### config.mk
export PLATFORM = sky130hd
export DESIGN_NAME = ehci_capability_registers
export DESIGN_NICKNAME = d
export VERILOG_FILES = /design/src/hw/ehci_cap_pkg.sv /design/src/hw/ehci_capability_registers.sv
export SDC_FILE = /design/constraint.sdc
export NUM_CORES = 1
export LEC_CHECK = 0
export ABC_AREA = 1
export BUFFER_PORTS_ARGS = -buffer_cell sky130_fd_sc_hd__buf_2
export CORE_MARGIN = 10
export CORE_UTILIZATION = 46
export DETAILED_ROUTE_END_ITERATION = 7
export GPL_ROUTABILITY_DRIVEN = 0
export PLACE_DENSITY = 0.86
export SLEW_MARGIN = 20
export SYNTH_ARGS = -nofsm -noshare
export SYNTH_HDL_FRONTEND = slang
export SYNTH_SLANG_ARGS = --single-unit
### constraint.sdc
create_clock -name SYS_CLK_I -period 1.9 [get_ports SYS_CLK_I]
set_input_delay 0.19 -clock SYS_CLK_I [delete_from_list [all_inputs] [get_ports SYS_CLK_I]]
set_output_delay 0.19 -clock SYS_CLK_I [all_outputs]
set_load 0.05 [all_outputs]
### src/hw/ehci_cap_pkg.sv
// constants and types for the host controller capability register bank
package ehci_cap_pkg;

  // ==========================================================================
  // register offsets (byte addresses)
  // ==========================================================================
  localparam logic [17:0] CAP_LENGTH_OFS = 18'h00000;
  localparam logic [17:0] IFACE_VERSION_OFS = 18'h00002;
  localparam logic [17:0] STRUCT_PARAMS_OFS = 18'h00004;
  localparam logic [17:0] CAP_PARAMS_OFS = 18'h00008;

  // ==========================================================================
  // fixed register values
  // ==========================================================================
  localparam logic [7:0] CAP_LENGTH_VAL = 8'h20;
  localparam logic [15:0] IFACE_VERSION_VAL = 16'h0100;
  localparam logic [3:0] PORT_COUNT_VAL = 4'h1;
  localparam logic PORT_POWER_VAL = 1'b1;
  localparam logic PORT_ROUTING_VAL = 1'b0;
  localparam logic PORT_INDICATOR_VAL = 1'b0;
  localparam logic [3:0] DEBUG_PORT_VAL = 4'h0;
  localparam logic [3:0] COMPANION_COUNT_VAL = 4'h0;
  localparam logic [3:0] PORTS_PER_COMP_VAL = 4'h0;
  localparam logic [7:0] EXT_CAP_PTR_VAL = 8'h00;
  localparam logic [3:0] ISO_THRESHOLD_VAL = 4'h8;
  localparam logic ASYNC_PARK_VAL = 1'b1;
  localparam logic PROG_FRAME_LIST_VAL = 1'b1;

  // ==========================================================================
  // field layouts
  // ==========================================================================
  typedef struct packed {
    logic [7:0] rsvd_31_24;
    logic [3:0] debug_port_number;
    logic [2:0] rsvd_19_17;
    logic port_indicator;
    logic [3:0] companion_controller_count;
    logic [3:0] ports_per_companion;
    logic port_routing_rules;
    logic [1:0] rsvd_6_5;
    logic port_power_control_present;
    logic [3:0] downstream_port_count;
  } structural_parameters_t;

  typedef struct packed {
    logic [15:0] rsvd_31_16;
    logic [7:0] extended_capability_pointer;
    logic [3:0] isochronous_schedule_threshold;
    logic rsvd_3;
    logic async_park_capable;
    logic programmable_frame_list_flag;
    logic rsvd_0;
  } capability_parameters_t;

  // processor interface pins as sampled
  typedef struct packed {
    logic chip_sel_n;
    logic read_n;
    logic write_n;
    logic bus_16bit;
    logic [17:1] addr;
  } host_pins_t;

  localparam host_pins_t HOST_PINS_IDLE = '{
    chip_sel_n: 1'b1, read_n: 1'b1, write_n: 1'b1, bus_16bit: 1'b0, addr: 17'h00000};

endpackage : ehci_cap_pkg

### src/hw/ehci_capability_registers.sv
// read-only host controller capability register bank behind the processor pins
`timescale 1ns/10ps
`default_nettype none

// Summary of operation
// - capability length reads 20h, bits 7..0
// - interface version reads 0100h, bits 15..0
// - downstream port count field reads one
// - port power control bit reads one
// - debug port number field reads zero
// - port indicator bit reads zero
// - companion counts both read zero
// - port routing rules bit reads zero
// - reserved bits read zero; software writes zero
// - extended capability pointer reads zero
// - isochronous threshold reads binary 1000
// - asynchronous park capability bit reads one
// - programmable frame list flag reads one
module ehci_capability_registers
  import ehci_cap_pkg::*;
(
  input wire logic SYS_CLK_I,
  input wire logic NRST_I,
  input wire host_pins_t HOST_PINS_I,
  input wire logic [31:0] DATA_I,
  output logic [31:0] DATA_O,
  output logic DATA_OE_O
);

  // ==========================================================================
  // state
  // ==========================================================================
  typedef struct packed {
    host_pins_t sync1;
    host_pins_t sync2;
    logic [31:0] rdata;
    logic rdata_oe;
  } state_t;

  localparam state_t STATE_RESET = '{
    sync1: HOST_PINS_IDLE, sync2: HOST_PINS_IDLE, rdata: 32'h00000000, rdata_oe: 1'b0};

  state_t state_reg;
  state_t state_next;

  // ==========================================================================
  // fixed register contents
  // ==========================================================================
  structural_parameters_t struct_params;
  capability_parameters_t cap_params;

  always_comb
  begin
    struct_params = '0;
    struct_params.downstream_port_count = PORT_COUNT_VAL;
    struct_params.port_power_control_present = PORT_POWER_VAL;
    struct_params.debug_port_number = DEBUG_PORT_VAL;
    struct_params.port_indicator = PORT_INDICATOR_VAL;
    struct_params.companion_controller_count = COMPANION_COUNT_VAL;
    struct_params.ports_per_companion = PORTS_PER_COMP_VAL;
    struct_params.port_routing_rules = PORT_ROUTING_VAL;
    cap_params = '0;
    cap_params.extended_capability_pointer = EXT_CAP_PTR_VAL;
    cap_params.isochronous_schedule_threshold = ISO_THRESHOLD_VAL;
    cap_params.async_park_capable = ASYNC_PARK_VAL;
    cap_params.programmable_frame_list_flag = PROG_FRAME_LIST_VAL;
  end

  // ==========================================================================
  // read decode
  // ==========================================================================
  logic read_active;
  logic cap_hit;
  logic [31:0] dword;

  always_comb
  begin
    read_active = ~state_reg.sync2.chip_sel_n & ~state_reg.sync2.read_n;
    cap_hit = ({state_reg.sync2.addr, 1'b0} < {10'h000, CAP_LENGTH_VAL});
    unique case ({state_reg.sync2.addr[17:2], 2'b00})
      CAP_LENGTH_OFS:
        dword = {IFACE_VERSION_VAL, 8'h00, CAP_LENGTH_VAL};
      STRUCT_PARAMS_OFS:
        dword = struct_params;
      CAP_PARAMS_OFS:
        dword = cap_params;
      default:
        dword = 32'h00000000;
    endcase
  end

  // ==========================================================================
  // next state
  // ==========================================================================
  always_comb
  begin
    state_next = state_reg;
    state_next.sync1 = HOST_PINS_I;
    state_next.sync2 = state_reg.sync1;
    // writes (DATA_I) never reach storage; contents are constants
    state_next.rdata_oe = read_active & cap_hit;
    if (!(read_active & cap_hit))
    begin
      state_next.rdata = 32'h00000000;
    end
    else if (state_reg.sync2.bus_16bit)
    begin
      // narrow bus: A1 picks the half, low lanes carry it
      if (state_reg.sync2.addr[1])
      begin
        state_next.rdata = {16'h0000, dword[31:16]};
      end
      else
      begin
        state_next.rdata = {16'h0000, dword[15:0]};
      end
    end
    else
    begin
      state_next.rdata = dword;
    end
  end

  always_ff @(posedge SYS_CLK_I or negedge NRST_I)
  begin
    if (!NRST_I)
    begin
      state_reg <= STATE_RESET;
    end
    else
    begin
      state_reg <= state_next;
    end
  end

  // ==========================================================================
  // outputs
  // ==========================================================================
  assign DATA_O = state_reg.rdata;
  assign DATA_OE_O = state_reg.rdata_oe;

endmodule : ehci_capability_registers

`default_nettype wire
==> results of run 1 <==
## placed cells by master (no fill, tap or decap), types with 2 or more instances in the layout
cell	instances
buf_2	30
bufinv_16	2
clkbuf_4	5
conb_1	24
dfrtp_1	42
dfstp_2	4
dlygate4sd3_1	21
inv_1	5
nand2_1	6
nand2_2	2
nand3_1	2
nand4_1	2
nor2_1	13
nor2_2	3
nor2_4	2
## power breakdown
| part | leakage [nW] | switching [W] | internal, W |
|---|---|---|---|
| Sequential | 0.545 | 0.0000126 | 0.00102 |
| Combinational | 0.369 | 0.000144 | 0.0000493 |
| Clock | 0.0585 | 0.000279 | 0.000446 |
## worst max-delay path by stage
stage	slack, ns	start	depth (start not counted)	endpoint
after floorplan	1.0	state_reg[39]	5	DATA_O[4]
after global placement	0.94	state_reg[37]	5	DATA_O[5]
after detailed placement	0.92	state_reg[39]	5	DATA_O[4]
after CTS	0.70	DATA_O[7]	1	DATA_O[2]
after global routing	0.68	DATA_O[7]	1	DATA_O[1]
final	0.73	DATA_O[7]	1	DATA_O[1]
## metrics by stage
| step | instance area, sq um | util [%] |
|---|---|---|
| after floorplan | 1660 | - |
| after global placement | 1640 | 49.1 |
| after detailed placement | 1640 | 49.1 |
| after CTS | 1960 | 58.7 |
| after global routing | 1960 | 58.7 |
| final | 1960 | 58.7 |
## synthesized netlist by cell type, drive strengths merged
cell type,instances,area (sq um)
dfstp,4,105
nand4,2,12.5
inv,5,18.8
dfrtp,42,1050
conb,1,3.75
nand3,3,20.0
buf,32,240
nor2,18,90.1
nand2,8,35.0
## area by class of cell
cell class              instances  area share, %
flip-flops and latches         46           59.0
repair buffers                 52           18.8
multi-input cells              55           12.6
clock inverters                 2           3.07
well taps                      46           2.94
clock buffers                   6           2.62
inverters                       5          0.958
## kinds of logic (layout without fill, tap and decap cells)
logic type / Yosys count / after routing / synth area share [%]
buffers and inverters: 37 / 65 / 16.4
DFF: 46 / 46 / 73.3
and+or+nand+nor: 31 / 31 / 10.0
other: 1 / 24 / 0.238
## metal layers
metal	part of all wire [%]	up-vias	global-route usage (%)
li1	-	392	-
met1	35	366	7.69
met2	47	51	13.6
met3	17	4	6.61
met4	1.5	0	3.76
met5	0	-	0
## timing repair
item	4_1_cts	5_1_grt
resized for setup	0	0
endpoints found under the setup margin	0	0
hold buffers	21	0
hold endpoints to repair	39	0
==> reports/summary.md, run 1 <==
- **Worst Path Buf+Inv** 1
- **Netlist Area Pre-Place** 1580 sq um
- **post-synthesis average cell area** 13.7 sq um
- **clock root buffer master** clkbuf_4
- **# rows** 21
- **final total power** 0.00195 W
- **placeable core region** 3340 sq um
- **clock tree from TritonCTS** done
- **sum of overflow across all layers after global routing** 0
- **register-to-register setup slack** 0.91 ns
- **worst-path maximum fanout** 3
- **sequential cell area** 1160 sq um
- **final worst clock skew** 0.00446 ns
- **count of routing violations after the opening detailed-route iteration** 5
- **initial core utilization** 47.2%
- **number of instances in the placed design** 183
- **Total Die Area** 6170 sq um
- **Avg WL per Cell** 11.5 um
- **fraction of layout instances using a drive strength above 1** 30.7%
- **setup TNS after final layout** 0 ns
- **CTS max path bufs** 2
- **number of endpoints with negative hold slack in the final report** 0
- **worst min path class** primary input to async pin
- **HPWL after detailed placement** 1.61 mm
- **kind of start point of the critical path** flip-flop
- **endpoints failing setup** 0
- **Fmax achieved** 0.852 GHz
- **Worst Hold Margin** 0.331 ns
- **post-place setup slack** 0.925 ns
- **residual DRC count** 0
- **number of nets with antenna violations after detailed routing** 0
- **number of standard cells in the layout, taps in and fillers out** 212
- **Max Cap Violations** 0
- **setup repair after global routing missed its margin** false
- **final-report max-slew violation count** 0
- **R2R cell count** 5
- **peak supply drop** 0.665 mV
- **sequential-to-total area share from yosys stat** 73.3%
- **critical path endpoint category** output pin
- **# port buffers** 30
- **cell with the largest stage delay on the worst path** dfrtp_1
- **vias in the first global route** 911
- **data required time at the worst endpoint** 1.71 ns
- **diodes inserted** 0
- **leakage power total** 0.973 nW
- **wire length of the first global-routing pass** 4.09 mm
- **clock-pin slew of the registers on the worst-case setup and hold paths** 0.12 ns
- **Post-CTS Repair Setup Buffers** 0
- **combined area of the multi-input logic cells** 248 sq um
- **final net count** 220
- **number of different library cells in the post-synthesis netlist** 13
- **maximum number of pins on one net before global-route repair** 25
- **H-tree levels** 2
- **worst-skew pair later-pin latency** 0.34 ns
- **Total Routing Usage GR** 8.42%
- **number of detailed-route iterations in the first pass** 2
- **launch instance of the worst register-to-register path** state_reg[39]
- **number of antenna violations at the first check in global routing** 0
- **vias post-DR** 813
- **Power per Cell Area** 998 nW/um^2
- **r2r endpoint** DATA_O[4]
- **Die Span Y** 78.5 um
- **Critical Path Max Stage Delay** 0.38 ns
- **synthesis-to-finish area growth** 24.3%
- **vias per cell** 3.83
- **number of synthesized register bits** 46
- **cell breakdown of the critical path** buf_2
- **horizontal extent of the die** 78.5 um
- **count of fill cells added during filler insertion** 255
- **number of clock buffers inserted by TritonCTS** 5
- **routed wire length** 2.44 mm
- **total number of yosys warnings** 0
- **time the final worst path needs with I/O delays and setup** 1.17 ns
- **result of the run** completed
- **type of the worst setup path** flip-flop to output pin
- **TritonCTS sink count** 46
- **Post-Synthesis Cells** 115
- **part of the cycle the worst path needs** 61.8%
- **kind of cell with the highest combined delay on the critical path** flip-flops
- **crit path DAT** 0.98 ns
- **num ports** 88
- **final setup margin** 0.726 ns
No activity file was read; power rests on OpenSTA's default activity.
==> inputs of run 2 (changes only) <==
CORE_UTILIZATION = 39   (was 46)
PLACE_DENSITY = 0.78   (was 0.86)
clock period = 1 ns   (was 1.9 ns; I/O delays follow)
==> reports/summary.md, run 2 (synthesized netlist as in run 1, its figures left out) <==
- **result of the run** finished, violations left
- **failing checks** negative setup slack
- **routed wire length** 2.35 mm
- **time the final worst path needs with I/O delays and setup** 1.01 ns
- **type of the worst setup path** flip-flop to output pin
- **part of the cycle the worst path needs** 101%
- **Critical Path Max Stage Delay** 0.40 ns
- **setup repair after global routing missed its margin** true
- **CTS max path bufs** 2
- **number of endpoints with negative hold slack in the final report** 0
- **critical path endpoint category** output pin
- **vias post-DR** 809
- **# port buffers** 30
- **data required time at the worst endpoint** 0.90 ns
- **clock-pin slew of the registers on the worst-case setup and hold paths** 0.08 ns
- **kind of start point of the critical path** flip-flop
- **sum of overflow across all layers after global routing** 0
- **peak supply drop** 1.17 mV
- **Total Routing Usage GR** 7.03%
- **final worst clock skew** 0.00754 ns
- **endpoints failing setup** 1
- **final net count** 221
- **Power per Cell Area** 1820 nW/um^2
- **placeable core region** 3940 sq um
- **crit path DAT** 0.91 ns
- **vias per cell** 3.73
- **number of nets with antenna violations after detailed routing** 0
- **leakage power total** 0.983 nW
- **number of clock buffers inserted by TritonCTS** 5
- **H-tree levels** 2
- **worst min path class** primary input to async pin
- **post-place setup slack** 0.0254 ns
- **num ports** 88
- **Die Span Y** 83.6 um
- **final-report max-slew violation count** 0
- **cell with the largest stage delay on the worst path** dfrtp_1
- **count of routing violations after the opening detailed-route iteration** 12
- **clock tree from TritonCTS** done
- **Worst Path Buf+Inv** 1
- **wire length of the first global-routing pass** 3.91 mm
- **HPWL after detailed placement** 1.67 mm
- **number of instances in the placed design** 187
- **worst-skew pair later-pin latency** 0.29 ns
- **worst-path maximum fanout** 3
- **diodes inserted** 0
- **number of detailed-route iterations in the first pass** 2
- **Fmax achieved** 0.988 GHz
- **commonest non-fill, non-tap cell in the layout** dfrtp_1
- **horizontal extent of the die** 83.6 um
- **kind of cell with the highest combined delay on the critical path** flip-flops
- **residual DRC count** 0
- **synthesis-to-finish area growth** 28.7%
- **count of fill cells added during filler insertion** 330
- **number of antenna violations at the first check in global routing** 0
- **initial core utilization** 40.0%
- **vias in the first global route** 875
- **commonest cells after routing, fill and taps aside** 42 x dfrtp_1, 24 x conb_1, 22 x buf_2
- **cell breakdown of the critical path** buf_4
- **fraction of layout instances using a drive strength above 1** 31.7%
- **Avg WL per Cell** 10.8 um
- **maximum number of pins on one net before global-route repair** 47
- **# rows** 23
- **TritonCTS sink count** 46
- **final setup margin** -0.0126 ns
- **number of standard cells in the layout, taps in and fillers out** 217
- **clock root buffer master** clkbuf_8
- **Max Cap Violations** 0
- **Total Die Area** 6990 sq um
## run 2: per-stage QoR
stage	TNS [ns]	area [sq um]	power [W]	hold slack, ns	util, %
2_1_floorplan	0	1660	0.00229	-0.196	-
3_3_place_gp	0	1660	0.00230	0.0876	42.0
3_5_place_dp	0	1660	0.00231	0.101	42.0
4_1_cts	-0.114	1990	0.00373	0.326	50.4
5_1_grt	-0.507	2030	0.00386	0.355	51.5
6_report	-0.0126	2030	0.00369	0.325	51.5
## run 2: routing by layer
layer / routed length, um / GRT usage (%)
met1: 849 / 6.74
met2: 1250 / 11.6
met3: 210 / 3.91
met4: 35 / 4.11
met5: 0 / 0
## run 2: power breakdown
| group | switching, W | internal (W) |
|---|---|---|
| Sequential | 0.0000252 | 0.00195 |
| Combinational | 0.000271 | 0.000102 |
| Clock | 0.000531 | 0.000813 |
| Total | 0.000828 | 0.00286 |
## run 2: area by class of cell
class / instances / area, sq um / share of cell area (%)
Clock buffer: 7 / 86.3 / 4.25
Clock inverter: 1 / 30.0 / 1.48
Inverter: 5 / 18.8 / 0.925
Multi-Input combinational cell: 55 / 253 / 12.5
Sequential cell: 46 / 1160 / 57.0
Tap cell: 50 / 62.6 / 3.08
Timing Repair Buffer: 53 / 423 / 20.8
## run 2: final timing paths
| check | slack [ns] | start | cells after the start | end |
|---|---|---|---|---|
| setup / recovery | -0.01 | DATA_O[7] | 1 | DATA_O[2] |
| hold / removal | 0.32 | NRST_I | 3 | state_next[35] |
| setup reg to reg | 0.01 | state_reg[39] | 5 | DATA_O[5] |
| hold reg to reg | 0.35 | state_next[45] | 0 | state_reg[45] |
| max in group asynchronous | 0.42 | NRST_I | 3 | state_next[53] |
| min in group SYS_CLK_I | 0.35 | state_next[45] | 0 | state_reg[45] |
## run 2: what timing repair did
action | 4_1_cts | 5_1_grt
endpoints found under the setup margin | 5 | 14
pin swaps | 0 | 1
hold endpoints to repair | 62 | 0
buffers inserted | 0 | 1
hold buffers | 21 | 0
resized for setup | 2 | 15
